### src/pll_ctrl_pkg.sv
`default_nettype none
package pll_ctrl_pkg;
	localparam logic [7:0] DIV_CTRL_OFFSET = 8'h16;
	localparam logic [7:0] STATUS_SEL_OFFSET = 8'h17;
	localparam logic [7:0] DIV_CTRL_RESET = 8'h00;
	localparam logic [5:0] STATUS_SEL_RESET = 6'h00;
	localparam int RESET_REF_BIT = 6;
	localparam int RESET_FB_BIT = 5;
	localparam int RESET_ALL_BIT = 4;
	localparam int B_BYPASS_BIT = 3;
	localparam int PRESCALER_LSB = 0;
	localparam int PRESCALER_W = 3;
	localparam int STATUS_SEL_LSB = 2;
	localparam int STATUS_SEL_W = 6;
	localparam int FB_DIVIDE_W = 20;

	localparam logic [2:0] PRE_FIX1 = 3'h0;
	localparam logic [2:0] PRE_FIX2 = 3'h1;
	localparam logic [2:0] PRE_DUAL2 = 3'h2;
	localparam logic [2:0] PRE_DUAL4 = 3'h3;
	localparam logic [2:0] PRE_DUAL8 = 3'h4;
	localparam logic [2:0] PRE_DUAL16 = 3'h5;
	localparam logic [2:0] PRE_DUAL32 = 3'h6;
	localparam logic [2:0] PRE_FIX3 = 3'h7;

	localparam logic [5:0] STS_GROUND = 6'h00;
	localparam logic [5:0] STS_FB_DIV = 6'h01;
	localparam logic [5:0] STS_REF_DIV = 6'h02;
	localparam logic [5:0] STS_SWALLOW = 6'h03;
	localparam logic [5:0] STS_PRESCALER = 6'h04;
	localparam logic [5:0] STS_DET_UP = 6'h05;
	localparam logic [5:0] STS_DET_DOWN = 6'h06;
	localparam logic [5:0] STS_MON_GROUND = 6'h20;
	localparam logic [5:0] STS_FIRST_REF = 6'h21;
	localparam logic [5:0] STS_SECOND_REF = 6'h22;

	localparam int SIG_FB_DIV = 0;
	localparam int SIG_REF_DIV = 1;
	localparam int SIG_SWALLOW = 2;
	localparam int SIG_PRESCALER = 3;
	localparam int SIG_DET_UP = 4;
	localparam int SIG_DET_DOWN = 5;
	localparam int SIG_FIRST_REF = 6;
	localparam int SIG_SECOND_REF = 7;
	localparam int SIG_DIFF_REF = 8;
	localparam int SIG_COUNT = 9;

	typedef logic [SIG_COUNT-1:0] probe_vec_t;

	function automatic logic is_fixed_divide(input logic [2:0] code);
		is_fixed_divide = (code == PRE_FIX1) || (code == PRE_FIX2) || (code == PRE_FIX3);
	endfunction : is_fixed_divide

	// Base modulus P; dual modulus modes may also use P+1
	function automatic logic [5:0] base_modulus(input logic [2:0] code);
		case (code)
			PRE_FIX1: base_modulus = 6'h01;
			PRE_FIX2: base_modulus = 6'h02;
			PRE_DUAL2: base_modulus = 6'h02;
			PRE_DUAL4: base_modulus = 6'h04;
			PRE_DUAL8: base_modulus = 6'h08;
			PRE_DUAL16: base_modulus = 6'h10;
			PRE_DUAL32: base_modulus = 6'h20;
			default: base_modulus = 6'h03;
		endcase
	endfunction : base_modulus
endpackage : pll_ctrl_pkg
`default_nettype wire

### src/status_sel_if.sv
`timescale 1ns/100ps
`default_nettype none
interface status_sel_if;
	import pll_ctrl_pkg::*;
	logic [5:0] sel;
	logic diff_mode;
	probe_vec_t probes;
	logic pin;
	logic dynamic;
	modport mux (input sel, input diff_mode, input probes, output pin, output dynamic);
	modport ctrl (output sel, output diff_mode, output probes, input pin, input dynamic);
endinterface : status_sel_if
`default_nettype wire

### src/status_mux.sv
`timescale 1ns/100ps
`default_nettype none
module status_mux (
	input wire logic clock_i,
	input wire logic rstn_i,
	status_sel_if.mux sel_io
);
	import pll_ctrl_pkg::*;

	// Returns {dynamic flag, routed level}
	function automatic logic [1:0] route(input logic [5:0] sel, input logic diff,
			input probe_vec_t p);
		case (sel)
			STS_FB_DIV: route = {1'b1, p[SIG_FB_DIV]};
			STS_REF_DIV: route = {1'b1, p[SIG_REF_DIV]};
			STS_SWALLOW: route = {1'b1, p[SIG_SWALLOW]};
			STS_PRESCALER: route = {1'b1, p[SIG_PRESCALER]};
			STS_DET_UP: route = {1'b1, p[SIG_DET_UP]};
			STS_DET_DOWN: route = {1'b1, p[SIG_DET_DOWN]};
			STS_FIRST_REF: route = {1'b1, diff ? p[SIG_DIFF_REF] : p[SIG_FIRST_REF]};
			STS_SECOND_REF: route = diff ? 2'b00 : {1'b1, p[SIG_SECOND_REF]};
			default: route = 2'b00;
		endcase
	endfunction : route

	wire logic [1:0] routed;
	logic pin_r;
	logic dynamic_r;

	assign routed = route(sel_io.sel, sel_io.diff_mode, sel_io.probes);

	always_ff @(posedge clock_i) begin
		if (!rstn_i) begin
			pin_r <= 1'b0;
			dynamic_r <= 1'b0;
		end else begin
			pin_r <= routed[0];
			dynamic_r <= routed[1];
		end
	end

	assign sel_io.pin = pin_r;
	assign sel_io.dynamic = dynamic_r;

	ground_sel_a: assert property (@(posedge clock_i) disable iff (!rstn_i)
		(sel_io.sel == STS_GROUND) |=> !sel_io.pin && !sel_io.dynamic)
		else $error("status pin not grounded on code 0");
	route_fb_a: assert property (@(posedge clock_i) disable iff (!rstn_i)
		(sel_io.sel == STS_FB_DIV) |=> sel_io.pin == $past(sel_io.probes[SIG_FB_DIV]))
		else $error("feedback divider not routed");
	route_down_a: assert property (@(posedge clock_i) disable iff (!rstn_i)
		(sel_io.sel == STS_DET_DOWN) |=> sel_io.pin == $past(sel_io.probes[SIG_DET_DOWN]))
		else $error("detector down pulse not routed");
	unassigned_low_a: assert property (@(posedge clock_i) disable iff (!rstn_i)
		(!sel_io.sel[5] && sel_io.sel > STS_DET_DOWN) |=> !sel_io.pin && !sel_io.dynamic)
		else $error("unassigned lower code not grounded");
	monitor_ground_a: assert property (@(posedge clock_i) disable iff (!rstn_i)
		(sel_io.sel == STS_MON_GROUND) |=> !sel_io.pin)
		else $error("upper ground code not grounded");
	first_ref_a: assert property (@(posedge clock_i) disable iff (!rstn_i)
		(sel_io.sel == STS_FIRST_REF) |=> sel_io.pin == ($past(sel_io.diff_mode) ?
			$past(sel_io.probes[SIG_DIFF_REF]) : $past(sel_io.probes[SIG_FIRST_REF])))
		else $error("first reference not routed");
	second_ref_diff_a: assert property (@(posedge clock_i) disable iff (!rstn_i)
		(sel_io.sel == STS_SECOND_REF && sel_io.diff_mode) |=> !sel_io.pin)
		else $error("second reference driven in differential mode");
	dynamic_flag_a: assert property (@(posedge clock_i) disable iff (!rstn_i)
		(sel_io.sel >= STS_FB_DIV && sel_io.sel <= STS_DET_DOWN) |=> sel_io.dynamic)
		else $error("divider selection not flagged dynamic");
endmodule : status_mux
`default_nettype wire

### src/pll_divider_control.sv
// Strobed register access was left to the implementer.
`timescale 1ns/100ps
`default_nettype none
module pll_divider_control (
	input wire logic clock_i,
	input wire logic rstn_i,
	input wire logic [7:0] reg_addr_i,
	input wire logic [7:0] reg_wdata_i,
	input wire logic reg_write_i,
	input wire logic reg_read_i,
	output logic [7:0] reg_rdata_o,
	input wire logic [12:0] b_count_i,
	input wire logic [5:0] swallow_count_i,
	input wire logic differential_mode_i,
	input wire logic fb_div_delayed_i,
	input wire logic ref_div_delayed_i,
	input wire logic swallow_out_i,
	input wire logic prescaler_out_i,
	input wire logic detector_up_i,
	input wire logic detector_down_i,
	input wire logic first_reference_i,
	input wire logic second_reference_i,
	input wire logic diff_reference_i,
	output logic ref_div_reset_o,
	output logic fb_counter_reset_o,
	output logic fixed_divide_mode_o,
	output logic dual_modulus_mode_o,
	output logic [5:0] prescaler_modulus_o,
	output logic modulus_high_o,
	output logic b_bypass_active_o,
	output logic [pll_ctrl_pkg::FB_DIVIDE_W-1:0] feedback_divide_o,
	output logic status_pin_o,
	output logic status_dynamic_o
);
	import pll_ctrl_pkg::*;

	logic [7:0] div_ctrl_r;
	logic [5:0] status_sel_r;
	logic [7:0] rdata_r;
	logic [FB_DIVIDE_W-1:0] fb_divide_r;
	probe_vec_t sync1_r;
	probe_vec_t sync2_r;

	wire logic wr_div_ctrl;
	wire logic wr_status_sel;
	wire logic [7:0] read_word;
	wire logic [2:0] prescaler_code;
	wire logic fixed_mode;
	wire logic [5:0] modulus;
	wire logic [FB_DIVIDE_W-1:0] product;
	wire logic [FB_DIVIDE_W-1:0] fb_divide_nxt;
	wire probe_vec_t probes_raw;

	status_sel_if sel_bus ();

	assign wr_div_ctrl = reg_write_i && (reg_addr_i == DIV_CTRL_OFFSET);
	assign wr_status_sel = reg_write_i && (reg_addr_i == STATUS_SEL_OFFSET);
	assign read_word = (reg_addr_i == DIV_CTRL_OFFSET) ? div_ctrl_r :
		(reg_addr_i == STATUS_SEL_OFFSET) ? {status_sel_r, 2'b00} : 8'h00;

	always_ff @(posedge clock_i) begin
		if (!rstn_i) begin
			div_ctrl_r <= DIV_CTRL_RESET;
			status_sel_r <= STATUS_SEL_RESET;
			rdata_r <= 8'h00;
		end else begin
			if (wr_div_ctrl) begin
				div_ctrl_r <= reg_wdata_i;
			end
			if (wr_status_sel) begin
				status_sel_r <= reg_wdata_i[STATUS_SEL_LSB +: STATUS_SEL_W];
			end
			rdata_r <= reg_read_i ? read_word : 8'h00;
		end
	end

	assign reg_rdata_o = rdata_r;

	// Readback and hold of both registers
	write_div_a: assert property (@(posedge clock_i) disable iff (!rstn_i)
		wr_div_ctrl |=> div_ctrl_r == $past(reg_wdata_i))
		else $error("divider control write lost");
	write_sel_a: assert property (@(posedge clock_i) disable iff (!rstn_i)
		wr_status_sel |=> status_sel_r == $past(reg_wdata_i[STATUS_SEL_LSB +: STATUS_SEL_W]))
		else $error("status select write lost");
	hold_div_a: assert property (@(posedge clock_i) disable iff (!rstn_i)
		!wr_div_ctrl |=> $stable(div_ctrl_r))
		else $error("divider control changed without a write");
	hold_sel_a: assert property (@(posedge clock_i) disable iff (!rstn_i)
		!wr_status_sel |=> $stable(status_sel_r))
		else $error("status select changed without a write");
	read_div_a: assert property (@(posedge clock_i) disable iff (!rstn_i)
		(reg_read_i && reg_addr_i == DIV_CTRL_OFFSET) |=> reg_rdata_o == $past(div_ctrl_r))
		else $error("divider control readback wrong");
	read_sel_a: assert property (@(posedge clock_i) disable iff (!rstn_i)
		(reg_read_i && reg_addr_i == STATUS_SEL_OFFSET) |=>
			reg_rdata_o == {$past(status_sel_r), 2'b00})
		else $error("status select readback wrong");

	// Counter resets: the combined bit overrides the separate ones
	assign ref_div_reset_o = div_ctrl_r[RESET_REF_BIT] || div_ctrl_r[RESET_ALL_BIT];
	assign fb_counter_reset_o = div_ctrl_r[RESET_FB_BIT] || div_ctrl_r[RESET_ALL_BIT];
	both_sep_a: assert property (@(posedge clock_i) disable iff (!rstn_i)
		(wr_div_ctrl && reg_wdata_i[6:4] == 3'h6) |=> ref_div_reset_o && fb_counter_reset_o)
		else $error("separate resets did not both hold");

	assign prescaler_code = div_ctrl_r[PRESCALER_LSB +: PRESCALER_W];
	assign fixed_mode = is_fixed_divide(prescaler_code);
	assign modulus = base_modulus(prescaler_code);
	assign fixed_divide_mode_o = fixed_mode;
	assign dual_modulus_mode_o = !fixed_mode;
	assign prescaler_modulus_o = modulus;
	assign modulus_high_o = !fixed_mode && (swallow_count_i != 6'h00);
	assign b_bypass_active_o = div_ctrl_r[B_BYPASS_BIT] && fixed_mode;

	// Prescaler code table spot checks
	fix1_code_a: assert property (@(posedge clock_i) disable iff (!rstn_i)
		(wr_div_ctrl && reg_wdata_i[2:0] == PRE_FIX1) |=>
			fixed_divide_mode_o && prescaler_modulus_o == 6'h01 && !modulus_high_o)
		else $error("code 0 not fixed divide by 1");
	fix2_code_a: assert property (@(posedge clock_i) disable iff (!rstn_i)
		(wr_div_ctrl && reg_wdata_i[2:0] == PRE_FIX2) |=>
			fixed_divide_mode_o && prescaler_modulus_o == 6'h02 && !modulus_high_o)
		else $error("code 1 not fixed divide by 2");
	dual2_code_a: assert property (@(posedge clock_i) disable iff (!rstn_i)
		(wr_div_ctrl && reg_wdata_i[2:0] == PRE_DUAL2) |=>
			dual_modulus_mode_o && prescaler_modulus_o == 6'h02)
		else $error("code 2 not dual modulus 2");
	dual16_code_a: assert property (@(posedge clock_i) disable iff (!rstn_i)
		(wr_div_ctrl && reg_wdata_i[2:0] == PRE_DUAL16) |=>
			dual_modulus_mode_o && prescaler_modulus_o == 6'h10)
		else $error("code 5 not dual modulus 16");
	dual32_code_a: assert property (@(posedge clock_i) disable iff (!rstn_i)
		(wr_div_ctrl && reg_wdata_i[2:0] == PRE_DUAL32) |=>
			dual_modulus_mode_o && prescaler_modulus_o == 6'h20)
		else $error("code 6 not dual modulus 32");
	swallow_zero_a: assert property (@(posedge clock_i) disable iff (!rstn_i)
		(swallow_count_i == 6'h00) |-> !modulus_high_o)
		else $error("larger modulus used with zero swallow count");
	swallow_high_a: assert property (@(posedge clock_i) disable iff (!rstn_i)
		(dual_modulus_mode_o && swallow_count_i != 6'h00) |-> modulus_high_o)
		else $error("larger modulus not used with swallow count");
	bypass_fix_a: assert property (@(posedge clock_i) disable iff (!rstn_i)
		(wr_div_ctrl && reg_wdata_i[3:0] == 4'hf) |=>
			b_bypass_active_o && fixed_divide_mode_o && prescaler_modulus_o == 6'h03)
		else $error("bypass not active in fixed mode");

	// Total feedback divide: P*B (P alone when B bypass is active), plus A swallowed cycles at P+1 in dual modulus
	assign product = {14'h0, modulus} * {7'h00, b_count_i};
	assign fb_divide_nxt = b_bypass_active_o ? {14'h0, modulus} :
		fixed_mode ? product : product + {14'h0, swallow_count_i};

	always_ff @(posedge clock_i) begin
		if (!rstn_i) begin
			fb_divide_r <= '0;
		end else begin
			fb_divide_r <= fb_divide_nxt;
		end
	end

	assign feedback_divide_o = fb_divide_r;

	fixed_divide_a: assert property (@(posedge clock_i) disable iff (!rstn_i)
		(fixed_divide_mode_o && !b_bypass_active_o) |=>
			feedback_divide_o == 20'($past(prescaler_modulus_o)) * 20'($past(b_count_i)))
		else $error("fixed divide not prescaler times B");

	// Probes run on foreign clocks; only the second stage is read
	assign probes_raw = {diff_reference_i, second_reference_i, first_reference_i,
		detector_down_i, detector_up_i, prescaler_out_i, swallow_out_i, ref_div_delayed_i,
		fb_div_delayed_i};

	always_ff @(posedge clock_i) begin
		if (!rstn_i) begin
			sync1_r <= '0;
			sync2_r <= '0;
		end else begin
			sync1_r <= probes_raw;
			sync2_r <= sync1_r;
		end
	end

	// Each probe reaches the mux exactly two edges late
	probe_sync_a: assert property (@(posedge clock_i) disable iff (!rstn_i)
		($past(rstn_i) && $past(rstn_i, 2)) |-> sync2_r == $past(probes_raw, 2))
		else $error("probe synchroniser depth wrong");

	assign sel_bus.sel = status_sel_r;
	assign sel_bus.diff_mode = differential_mode_i;
	assign sel_bus.probes = sync2_r;

	status_mux u_status_mux (
		.clock_i(clock_i),
		.rstn_i(rstn_i),
		.sel_io(sel_bus.mux)
	);

	assign status_pin_o = sel_bus.pin;
	assign status_dynamic_o = sel_bus.dynamic;

	all_reset_a: assert property (@(posedge clock_i) disable iff (!rstn_i)
		(wr_div_ctrl && reg_wdata_i[RESET_ALL_BIT]) |=> ref_div_reset_o && fb_counter_reset_o)
		else $error("reset-all did not hold all counters");
	release_all_a: assert property (@(posedge clock_i) disable iff (!rstn_i)
		(wr_div_ctrl && reg_wdata_i[6:4] == 3'h0) |=> !ref_div_reset_o && !fb_counter_reset_o)
		else $error("counters not released");
	ref_only_a: assert property (@(posedge clock_i) disable iff (!rstn_i)
		(wr_div_ctrl && reg_wdata_i[6:4] == 3'h4) |=> ref_div_reset_o && !fb_counter_reset_o)
		else $error("reference reset leaked to feedback");
	fb_only_a: assert property (@(posedge clock_i) disable iff (!rstn_i)
		(wr_div_ctrl && reg_wdata_i[6:4] == 3'h2) |=> !ref_div_reset_o && fb_counter_reset_o)
		else $error("feedback reset leaked to reference");
	bypass_div_a: assert property (@(posedge clock_i) disable iff (!rstn_i)
		b_bypass_active_o |=> feedback_divide_o == {14'h0, $past(prescaler_modulus_o)})
		else $error("bypass divide not prescaler alone");
	bypass_dual_a: assert property (@(posedge clock_i) disable iff (!rstn_i)
		(wr_div_ctrl && reg_wdata_i[3:0] == 4'hc) |=> !b_bypass_active_o && dual_modulus_mode_o)
		else $error("bypass active in dual modulus mode");
	fix3_code_a: assert property (@(posedge clock_i) disable iff (!rstn_i)
		(wr_div_ctrl && reg_wdata_i[2:0] == PRE_FIX3) |=>
			fixed_divide_mode_o && prescaler_modulus_o == 6'h03 && !modulus_high_o)
		else $error("code 7 not fixed divide by 3");
	dual_divide_a: assert property (@(posedge clock_i) disable iff (!rstn_i)
		(dual_modulus_mode_o && swallow_count_i != 6'h00) |=> feedback_divide_o ==
			20'($past(prescaler_modulus_o)) * 20'($past(b_count_i)) +
			20'($past(swallow_count_i)))
		else $error("dual modulus divide wrong");
endmodule : pll_divider_control
`default_nettype wire

### config.mk
export PLATFORM = sky130hd
export DESIGN_NAME = pll_divider_control
export DESIGN_NICKNAME = d
export VERILOG_FILES = /design/src/pll_ctrl_pkg.sv /design/src/status_sel_if.sv /design/src/status_mux.sv /design/src/pll_divider_control.sv
export SDC_FILE = /design/constraint.sdc
export NUM_CORES = 1
export LEC_CHECK = 0
export BUFFER_PORTS_ARGS = -buffer_cell sky130_fd_sc_hd__clkbuf_2
export CAP_MARGIN = 5
export CORE_AREA = 2 2 103 105
export CTS_CLUSTER_DIAMETER = 50
export DETAILED_ROUTE_END_ITERATION = 6
export DIE_AREA = 0 0 105 107
export PLACE_DENSITY = 0.77
export SLEW_MARGIN = 30
export SYNTH_ARGS = -nofsm -noshare
export SYNTH_HDL_FRONTEND = slang
export SYNTH_SLANG_ARGS = --single-unit
### constraint.sdc
create_clock -name clock_i -period 5.1 [get_ports clock_i]
set_clock_uncertainty 0.05 [all_clocks]
set_input_delay 0.255 -clock clock_i [delete_from_list [all_inputs] [get_ports clock_i]]
set_output_delay 0.255 -clock clock_i [all_outputs]
set_load 0.01 [all_outputs]
==> flow_metrics.env, run 1 <==
export IMPL_share_seq_of_total_power=0.429
export IMPL_average_wire_per_cell_in_the_routed_design_um=14.2
export IMPL_final_layout_size_suffix_gt1_frac=0.350
export IMPL_worst_pin_slew_ps=683
export IMPL_critical_path_class="flop to flop"
export IMPL_mappedNetlistNets=725
export IMPL_antenna_cells=0
export IMPL_synth_area_leaders="dfxtp_1 24%, fa_1 18%, and2_1 11%, ha_1 7.9%, inv_1 4.8%"
export IMPL_avgSynthCellArea_um2=8.71
export IMPL_count_of_antenna_violating_nets_left_after_detailed_routing=0
export IMPL_die_height_um=107
export IMPL_clk_root_buffer_cell="clkbuf_8"
export IMPL_synth_edff_count=0
export IMPL_insertion_delay_ps=340
export IMPL_proportion_of_netlist_area_held_by_the_largest_area_contributor=0.239
export IMPL_timing_final_max_slew_violations=0
export IMPL_vias_per_cell=5.22
export IMPL_fmaxAchievable_ghz=0.191
export IMPL_final_period_utilization=1.03
export IMPL_layout_min_cycle_time_ps=5230
export IMPL_sw_frac_of_total=0.256
export IMPL_ys_warn_count=0
export IMPL_synth_area_leader_cell="dfxtp_1"
export IMPL_clkSlewWorstSetupHoldPaths_ps=80
export IMPL_layout_nets=882
export IMPL_synth_top_flop_cell="dfxtp_1"
export IMPL_place_congestion=0.908
export IMPL_hold_worst_slack_ps=75.4
export IMPL_highest_count_cells_in_the_layout_ignoring_fill_and_taps="90 x clkbuf_2, 81 x and2_1, 73 x buf_4, 66 x nor2_1"
export IMPL_synth_area_mm2=0.00520
export IMPL_worst_slack_ps=-128
export IMPL_cts_sink_count=62
export IMPL_finalHoldViolations=0
export IMPL_io_port_bufs=90
export IMPL_power_frac_comb=0.150
export IMPL_detailroute_via_count=4670
export IMPL_vias_in_the_first_global_route=4653
export IMPL_initial_core_util=0.515
export IMPL_vdd_ir_drop_max_mv=0.165
export IMPL_overflow=0
export IMPL_cap_viol_max_count=0
export IMPL_finalSetupViolations=1
export IMPL_drtPass1Iterations=5
export IMPL_grt_antenna_before_repair=0
export IMPL_cts_path_max_buffers=2
export IMPL_core_region_area_mm2=0.0101
export IMPL_crit_path_start="div_ctrl_r[2]"
export IMPL_violations_in_the_final_reports="setup timing"
export IMPL_worst_r2r_startpoint="div_ctrl_r[2]"
export IMPL_tritoncts_clock_tree="yes"
export IMPL_cts_htree_levels=3
export IMPL_most_common_cell_after_layout_fill_and_taps_aside="clkbuf_2"
export IMPL_synth_async_sr_flop_share=0
export IMPL_rows=37
export IMPL_total_power_mw=1.16
export IMPL_grt_setup_unrepaired="true"
export IMPL_cp_start_kind="flop"
export IMPL_reg2reg_setup_slack_ps=-130
export IMPL_dp_final_hpwl_um=9510
export IMPL_critical_path_endpoint_type="flop"
export IMPL_syn2layout_area_growth_pct=34.4
export IMPL_grt_pass1_wl_um=20700
export IMPL_intPower_uw=863
export IMPL_power_net_switching_uw=297
export IMPL_power_density_mw_per_mm2=166
export IMPL_worst_ep_arrival_time_ps=5450
export IMPL_grt_use_total=0.225
export IMPL_static_leakage_power_nw=3.45
export IMPL_synthesis_instances=597
export IMPL_status="complete, but fails checks"
export IMPL_drt_initial_drc_count=195
export IMPL_hold_start="first_reference_i"
export IMPL_io_count=91
export IMPL_hp_class="input port to flop"
export IMPL_die_w_um=105
export IMPL_cp_max_fo=8
export IMPL_remaining_drc_errors=0
export IMPL_netlist_cell_type_count=59
export IMPL_design_die_area_mm2=0.0112
export IMPL_critical_path_required_ps=5320
export IMPL_p_clk_frac=0.421
export IMPL_wl_um=12700
export IMPL_max_slew_margin=0.542
export IMPL_finish_utilization=0.692
export IMPL_maximum_number_of_pins_on_one_net_before_global_route_repair=23
export IMPL_cts_inserted_buffers=9
export IMPL_synth_seq_cells=62
export IMPL_ys_seq_area_frac=0.239
-- cells in the mapped netlist, types with 3 or more instances --
cell	instances
xnor2_1	16
nand4_1	3
dfxtp_1	62
o21ai_0	7
ha_1	33
a21oi_1	22
nor3_1	6
o211ai_1	4
fa_1	46
a21o_1	6
and3_1	5
nor2_1	67
nor4b_1	3
or2_2	6
clkbuf_1	21
nor2b_1	4
inv_1	67
nand3_1	11
mux2i_1	24
nand2_1	28
nor4_1	3
xor2_1	12
and2_1	90
nand2b_1	4
a31oi_1	3
-- power by group through the flow --
| stage | Sequential (mW) | Clock, mW | Combinational [mW] |
|---|---|---|---|
| final | 0.498 | 0.488 | 0.174 |
| after global routing | 0.499 | 0.522 | 0.191 |
| after CTS | 0.500 | 0.496 | 0.151 |
| after detailed placement | 0.511 | 0 | 0.148 |
| after global placement | 0.511 | 0 | 0.142 |
| after floorplan | 0.513 | 0 | 0.0873 |
-- cell families after synthesis --
| logic type | count (synthesis) | synth area share |
|---|---|---|
| and+or+nand+nor | 247 | 0.255 |
| muxes | 25 | 0.0484 |
| adders and majority gates | 79 | 0.257 |
| AOI/OAI and AO/OA | 63 | 0.0840 |
| buffers and inverters | 93 | 0.0703 |
| DFF | 62 | 0.239 |
| xor gates and xnor gates | 28 | 0.0472 |
-- area by class of cell --
| cell class | instances | area (um2) |
|---|---|---|
| clock buffer | 9 | 124 |
| clock inverter | 7 | 104 |
| fill | 752 | 3110 |
| inverter | 68 | 255 |
| multi-input combinational | 444 | 4010 |
| sequential | 62 | 1250 |
| tap | 136 | 170 |
| timing repair buffer | 169 | 1070 |
-- layer usage --
metal,vias to the layer above,wire (um),track usage,share of wire
met2,118,6730,0.413,0.53
li1,2252,-,-,-
met4,0,226,0.0705,0.018
met5,-,0,0,0
met3,24,515,0.0444,0.041
met1,2276,5230,0.264,0.41
-- state kept, by name (all words and copies together) (netlist names) --
register / cells
u_status_mux.sel_io.pin: 1
sync1_r: 9
feedback_divide_o: 20
div_ctrl_r: 8
sel_bus.probes: 9
sel_bus.sel: 6
reg_rdata_o: 8
u_status_mux.sel_io.dynamic: 1
-- worst max-delay path, stage by stage (launching register included) --
cell	delay [ps]
dfxtp_4	380
or3_4	410
nand2_4	120
buf_6	110
and2_4	130
fa_1	430
fa_1	540
inv_2	40
fa_1	490
inv_2	50
ha_4	280
buf_6	110
nand4_1	120
o221a_4	270
a311oi_4	320
xnor2_2	120
or4_4	530
or4_4	490
a21oi_2	150
-- final timing paths --
| path | cells after the start | end |
|---|---|---|
| hold reg to reg | 1 | sel_bus.probes[0] |
| hold / removal | 2 | sync1_r[6] |
| setup reg to reg | 18 | feedback_divide_o[18] |
| setup / recovery | 18 | feedback_divide_o[18] |
-- stage by stage --
| stage | cells | setup TNS, ps | cell area (um2) | setup WS [ps] |
|---|---|---|---|---|
| after global placement | 851 | -30.8 | 6220 | -30.8 |
| after CTS | 869 | -223 | 6490 | -144 |
| final | 895 | -128 | 6980 | -128 |
| after detailed placement | 851 | -413 | 6220 | -204 |
| after floorplan | 597 | -27.8 | 5350 | -27.8 |
| after global routing | 895 | -618 | 6980 | -236 |
-- what timing repair did --
| item | 4_1_cts | 5_1_grt |
|---|---|---|
| pin swaps | 0 | 44 |
| setup endpoints to repair | 4 | 6 |
| gates cloned | 0 | 2 |
| resized for setup | 6 | 65 |
| buffers inserted | 2 | 24 |
| hold buffers | 0 | 0 |
(Power assumes the default switching activity.)
==> inputs of run 2 (changes only) <==
--- a/config.mk
+++ b/config.mk
@@ -5,12 +5,13 @@
 export SDC_FILE = /design/constraint.sdc
 export NUM_CORES = 1
 export LEC_CHECK = 0
+export ABC_AREA = 1
 export BUFFER_PORTS_ARGS = -buffer_cell sky130_fd_sc_hd__clkbuf_2
 export CAP_MARGIN = 5
-export CORE_AREA = 2 2 103 105
+export CORE_AREA = 4 4 108 110
 export CTS_CLUSTER_DIAMETER = 50
 export DETAILED_ROUTE_END_ITERATION = 6
-export DIE_AREA = 0 0 105 107
+export DIE_AREA = 0 0 112 114
 export PLACE_DENSITY = 0.77
 export SLEW_MARGIN = 30
 export SYNTH_ARGS = -nofsm -noshare
==> run 2 against run 1 <==
  * Cell count rose by 18%
  * Highest routed layer unchanged
  * The run now ends clean
  * Non-clock buffer count fell by 71
  * Clock-buffer cell count did not move
  * Die area rose by 14%
  * Worst setup slack improved by 470 ps
  * First-iteration DRC count rose by 65%
  * Global-route usage fell by 1.4 points
  * Sequential power barely moved
  * Sequential cell count did not move
  * Worst hold slack got worse by 39 ps
==> flow_metrics.env, run 2 <==
export IMPL_grt_use_total=0.211
export IMPL_mappedNetlistNets=941
export IMPL_critical_path_reg2reg_endpoint="feedback_divide_o[16]"
export IMPL_reg2reg_setup_slack_ps=340
export IMPL_place_congestion=0.917
export IMPL_worst_pin_slew_ps=665
export IMPL_synthMostInstantiatedCell="inv_1"
export IMPL_synth_area_leader_cell="dfxtp_1"
export IMPL_p_clk_frac=0.435
export IMPL_finish_utilization=0.598
export IMPL_most_common_cell_after_layout_fill_and_taps_aside="nand2_1"
export IMPL_hold_start="fb_div_delayed_i"
export IMPL_critical_path_endpoint_type="flop"
export IMPL_stdcell_area_mm2=0.00639
export IMPL_sw_frac_of_total=0.278
export IMPL_cp_start_kind="flop"
export IMPL_power_frac_comb=0.135
export IMPL_drtPass1Iterations=7
export IMPL_avgSynthCellArea_um2=6.75
export IMPL_ys_seq_area_frac=0.226
export IMPL_clkSlewWorstSetupHoldPaths_ps=80
export IMPL_critical_path_required_ps=5300
export IMPL_hp_class="input port to flop"
export IMPL_whs_endpoint="sync1_r[0]"
export IMPL_tritoncts_clock_tree="yes"
export IMPL_detailroute_via_count=5149
export IMPL_maximum_number_of_pins_on_one_net_before_global_route_repair=36
export IMPL_vdd_ir_drop_max_mv=0.144
export IMPL_die_height_um=114
export IMPL_io_count=91
export IMPL_highest_count_cells_in_the_layout_ignoring_fill_and_taps="187 x nand2_1, 185 x inv_1, 98 x nor2_1, 90 x clkbuf_2, 60 x dfxtp_1"
export IMPL_cts_inserted_buffers=9
export IMPL_vias_per_cell=4.89
export IMPL_layout_nets=1037
export IMPL_cts_path_max_buffers=2
export IMPL_placed_cells=1035
export IMPL_cp_max_fo=7
export IMPL_synth_area_leaders="dfxtp_1 23%, fa_1 17%, inv_1 13%, nand2_1 13%, ha_1 7.5%"
export IMPL_proportion_of_netlist_area_held_by_the_largest_area_contributor=0.226
export IMPL_cts_htree_levels=3
export IMPL_netlist_cell_type_count=36
export IMPL_wl_um=12900
export IMPL_worst_hold_path_stage_count=3
export IMPL_ff2ff_path_depth=26
export IMPL_final_layout_size_suffix_gt1_frac=0.178
export IMPL_ys_top_cells_by_count="190 x inv_1, 187 x nand2_1, 99 x nor2_1"
export IMPL_ys_warn_count=0
export IMPL_max_ffs_per_register=20
export IMPL_rows=38
export IMPL_critical_path_class="flop to flop"
export IMPL_core_region_area_mm2=0.0107
export IMPL_power_density_mw_per_mm2=182
export IMPL_finalHoldViolations=0
export IMPL_vias_in_the_first_global_route=5045
export IMPL_synth_async_sr_flop_share=0
export IMPL_antenna_cells=0
export IMPL_grt_pass1_wl_um=22200
export IMPL_overflow=0
export IMPL_finalSetupViolations=0
export IMPL_share_seq_of_total_power=0.431
export IMPL_die_w_um=112
export IMPL_final_fill_count=1060
export IMPL_layout_min_cycle_time_ps=4760
export IMPL_grt_antenna_before_repair=0
export IMPL_power_net_switching_uw=324
export IMPL_initial_core_util=0.513
export IMPL_total_power_mw=1.16
export IMPL_synth_top_flop_cell="dfxtp_1"
export IMPL_insertion_delay_ps=340
export IMPL_dp_final_hpwl_um=10500
export IMPL_worst_r2r_startpoint="div_ctrl_r[1]"
export IMPL_io_port_bufs=90
export IMPL_average_wire_per_cell_in_the_routed_design_um=12.2
export IMPL_synth_seq_cells=62
export IMPL_timing_final_max_slew_violations=0
export IMPL_hold_worst_slack_ps=36.8
export IMPL_max_slew_margin=0.553
export IMPL_syn2layout_area_growth_pct=16.5
export IMPL_design_die_area_mm2=0.0128
export IMPL_static_leakage_power_nw=3.64
export IMPL_worst_ep_arrival_time_ps=4960
export IMPL_final_period_utilization=0.933
export IMPL_finish_cell_count_without_fillers=1054
export IMPL_synth_edff_count=0
export IMPL_clk_root_buffer_cell="clkbuf_8"
export IMPL_synth_area_mm2=0.00549
export IMPL_status="finished clean"
export IMPL_cts_sink_count=62
export IMPL_intPower_uw=838
export IMPL_synthesis_instances=813
export IMPL_remaining_drc_errors=0
export IMPL_postPlaceCellArea_mm2=0.00610
export IMPL_count_of_antenna_violating_nets_left_after_detailed_routing=0
export IMPL_cap_viol_max_count=0
export IMPL_drt_initial_drc_count=321
export IMPL_fmaxAchievable_ghz=0.210
==> run 2: timing repair <==
item,CTS,global route
endpoints found under the setup margin,0,6
buffers inserted,0,3
resized for setup,0,15
hold buffers,0,0
==> run 2: power groups by stage <==
stage               Sequential, mW  Combinational, mW  Clock, mW
global placement             0.512              0.153          0
global route                 0.502              0.179      0.545
finish                       0.501              0.156      0.505
floorplan                    0.515             0.0984          0
CTS                          0.501              0.157      0.513
detailed placement           0.512              0.155          0
==> run 2: layout make-up <==
class	count	area, um2	share of cell area
well taps	140	175	0.0274
clock buffers	9	124	0.0194
inverters	202	762	0.119
repair buffers	98	510	0.0798
flip-flops and latches	62	1240	0.194
multi-input cells	536	3470	0.543
clock inverters	7	105	0.0164
==> run 2: cell families after synthesis <==
| logic type | after synthesis | share of synthesized area |
|---|---|---|
| fa+ha+maj | 79 | 0.243 |
| simple gates | 376 | 0.300 |
| buf+inv | 215 | 0.147 |
| compound gates | 77 | 0.0773 |
| mux | 1 | 0.00182 |
| flops | 62 | 0.226 |
| xor+xnor | 3 | 0.00479 |
==> run 2: how the worst max path moves through the flow <==
stage                        from                     to  slack [ps]  cells after the start
floorplan           div_ctrl_r[0]  feedback_divide_o[16]         320                     29
global placement    div_ctrl_r[0]  feedback_divide_o[16]         350                     29
detailed placement  div_ctrl_r[2]  feedback_divide_o[16]         220                     29
CTS                 div_ctrl_r[0]  feedback_divide_o[16]         220                     29
global route        div_ctrl_r[1]  feedback_divide_o[16]          -3                     27
finish              div_ctrl_r[1]  feedback_divide_o[16]         340                     26
==> run 2: critical path, cell delays in order (launching register included) <==
cell	delay, ps
dfxtp_1	340
inv_2	130
nand2_1	130
nor2_1	260
nand2_1	130
fa_1	540
fa_1	530
fa_1	550
inv_1	50
ha_2	380
nand2_1	90
nand2_1	80
inv_1	40
ha_1	310
nand2_1	80
nor2_1	90
nand2_1	50
nand3_1	80
nand2_2	80
nor2_4	160
nand3_4	110
nor2_2	120
nand3_1	80
nand2_1	80
nand2_1	50
nand2_1	60
inv_1	30
==> run 2: per-layer routing <==
metal	global-route usage	vias up	share of wire
met1	0.258	2332	0.42
met3	0.0377	22	0.061
met5	0	-	0
met4	0.0521	0	0.017
li1	-	2644	-
met2	0.388	151	0.50
==> run 2: metrics by stage <==
step / setup TNS, ps / setup slack, ps
after CTS: 0 / 216
after global placement: 0 / 350
after detailed placement: 0 / 224
after floorplan: 0 / 316
after global routing: -2.60 / -2.60
final: 0 / 340
==> inputs of run 3 (changes only) <==
--- a/config.mk
+++ b/config.mk
@@ -12,7 +12,7 @@
 export CTS_CLUSTER_DIAMETER = 50
 export DETAILED_ROUTE_END_ITERATION = 6
 export DIE_AREA = 0 0 112 114
-export PLACE_DENSITY = 0.77
+export PLACE_DENSITY_LB_ADDON = 0.25
 export SLEW_MARGIN = 30
 export SYNTH_ARGS = -nofsm -noshare
 export SYNTH_HDL_FRONTEND = slang
==> run 3 against run 2 <==
  * Die area stayed put
  * Power is 0.81% lower
  * Clock power is 1% lower
  * Combinational power hardly changed
  * Sequential cell count stayed put
  * Via count is 2.5% lower
  * Global-route usage is 0.76 points lower
  * First-iteration DRC count is 29% lower
  * Highest routed layer unchanged
==> flow_metrics.env, run 3 (synthesis results as in run 2) <==
export IMPL_status="finished clean"
export IMPL_hp_class="input port to flop"
export IMPL_finish_cell_count_without_fillers=1053
export IMPL_overflow=0
export IMPL_finalHoldViolations=0
export IMPL_vias_per_cell=4.77
export IMPL_critical_path_slowest_cell="fa_1"
export IMPL_critical_path_max_stage_delay_ps=550
export IMPL_ff2ff_path_depth=31
export IMPL_insertion_delay_ps=350
export IMPL_most_common_cell_after_layout_fill_and_taps_aside="inv_1"
export IMPL_detailroute_via_count=5020
export IMPL_maximum_number_of_pins_on_one_net_before_global_route_repair=36
export IMPL_finalSetupViolations=0
export IMPL_grt_antenna_before_repair=0
export IMPL_final_period_utilization=0.926
export IMPL_critical_path_endpoint_type="flop"
export IMPL_vias_in_the_first_global_route=4880
export IMPL_core_region_area_mm2=0.0107
export IMPL_highest_count_cells_in_the_layout_ignoring_fill_and_taps="189 x inv_1, 187 x nand2_1, 98 x nor2_1, 90 x clkbuf_2, 62 x dfxtp_1"
export IMPL_critical_path_reg2reg_endpoint="feedback_divide_o[16]"
export IMPL_cts_inserted_buffers=9
export IMPL_worst_r2r_startpoint="div_ctrl_r[1]"
export IMPL_worst_hold_path_stage_count=3
export IMPL_count_of_antenna_violating_nets_left_after_detailed_routing=0
export IMPL_tritoncts_clock_tree="yes"
export IMPL_fmaxAchievable_ghz=0.212
export IMPL_wl_um=12300
export IMPL_cp_start_kind="flop"
export IMPL_placed_cells=1035
export IMPL_rows=38
export IMPL_footprint_of_the_multi_input_gates_mm2=0.00346
export IMPL_layout_min_cycle_time_ps=4720
export IMPL_place_congestion=0.906
export IMPL_design_die_area_mm2=0.0128
export IMPL_worst_path_buf_inv=8
export IMPL_drtPass1Iterations=4
export IMPL_vdd_ir_drop_max_mv=0.202
export IMPL_worst_ep_arrival_time_ps=4910
export IMPL_hold_start="first_reference_i"
export IMPL_whs_endpoint="sync1_r[6]"
export IMPL_average_wire_per_cell_in_the_routed_design_um=11.7
export IMPL_cts_path_max_buffers=2
export IMPL_clk_root_buffer_cell="clkbuf_8"
export IMPL_grt_pass1_wl_um=21600
export IMPL_grt_setup_unrepaired="true"
export IMPL_hold_worst_slack_ps=37.1
export IMPL_antenna_cells=0
export IMPL_reg2reg_setup_slack_ps=380
export IMPL_static_leakage_power_nw=3.64
export IMPL_cts_htree_levels=3
export IMPL_die_w_um=112
export IMPL_die_height_um=114
export IMPL_critical_path_class="flop to flop"
export IMPL_final_fill_count=1050
export IMPL_cap_viol_max_count=0
export IMPL_crit_path_start="div_ctrl_r[1]"
export IMPL_power_density_mw_per_mm2=181
export IMPL_timing_final_max_slew_violations=0
export IMPL_total_power_mw=1.15
export IMPL_cts_sink_count=62
export IMPL_io_count=91
export IMPL_initial_core_util=0.513
export IMPL_io_port_bufs=90
export IMPL_dp_final_hpwl_um=10200
export IMPL_remaining_drc_errors=0
export IMPL_drt_initial_drc_count=227
export IMPL_clkSlewWorstSetupHoldPaths_ps=80
export IMPL_grt_use_total=0.204
export IMPL_crit_path_frequent_cell="nand2_1"
export IMPL_syn2layout_area_growth_pct=16.1
export IMPL_max_ffs_per_register=20
export IMPL_finish_utilization=0.596
export IMPL_layout_nets=1036
export IMPL_critical_path_required_ps=5290
export IMPL_worst_pin_slew_ps=679
export IMPL_final_layout_size_suffix_gt1_frac=0.169
export IMPL_max_slew_margin=0.544
export IMPL_critPathTopFamily="adder cells"
export IMPL_sequential_cell_area_mm2=0.00124
export IMPL_cp_max_fo=7
run 3: cell types whose count changed in the layout (fill, tap and decap cells not counted), moves of 2 or more:
cell	previous run	this run
dfxtp_1	60	62
ha_1	31	33
dfxtp_2	2	0
ha_2	2	0
inv_2	16	12
inv_1	185	189
run 3: stage by stage:
step / cell area, um2 / TNS, ps / setup WS (ps)
3_3_place_gp: 6100 / 0 / 369
6_report: 6370 / 0 / 377
5_1_grt: 6370 / -63.4 / -63.4
3_5_place_dp: 6100 / 0 / 285
4_1_cts: 6330 / 0 / 267
2_1_floorplan: 5490 / 0 / 316
run 3: what timing repair did:
action,in CTS,in global routing
hold buffers,0,0
endpoints found under the setup margin,0,9
hold endpoints to repair,0,0
gates resized for setup,0,5
setup buffers,0,2
run 3: worst min-delay path, stage by stage:
cell and delay [ps]:
clkbuf_2 70, nand2_1 40, inv_1 40
run 3: routing by layer:
metal / GRT usage / vias to the layer above / routed length (um)
li1: - / 2643 / -
met1: 0.256 / 2226 / 5470
met2: 0.342 / 126 / 5820
met3: 0.0520 / 25 / 723
met5: 0 / - / 0
met4: 0.0745 / 0 / 320
run 3: worst max-delay path by stage:
stage	to	depth (start not counted)
after floorplan	feedback_divide_o[16]	29
after global placement	feedback_divide_o[16]	31
after detailed placement	feedback_divide_o[16]	31
after CTS	feedback_divide_o[16]	31
after global routing	feedback_divide_o[16]	31
final	feedback_divide_o[16]	31
run 3: where the power goes:
group          switching [mW]  internal [mW]  total [mW]
combinational          0.0954         0.0583       0.154
sequential            0.00323          0.497       0.500
clock                   0.207          0.292       0.499
total                   0.306          0.847        1.15
run 3: cell type report:
cell class / instances / share of cell area
multi-input combinational: 536 / 0.543
clock buffer: 10 / 0.0216
tap: 140 / 0.0275
clock inverter: 6 / 0.0147
sequential: 62 / 0.195
timing repair buffer: 97 / 0.0789
inverter: 202 / 0.120
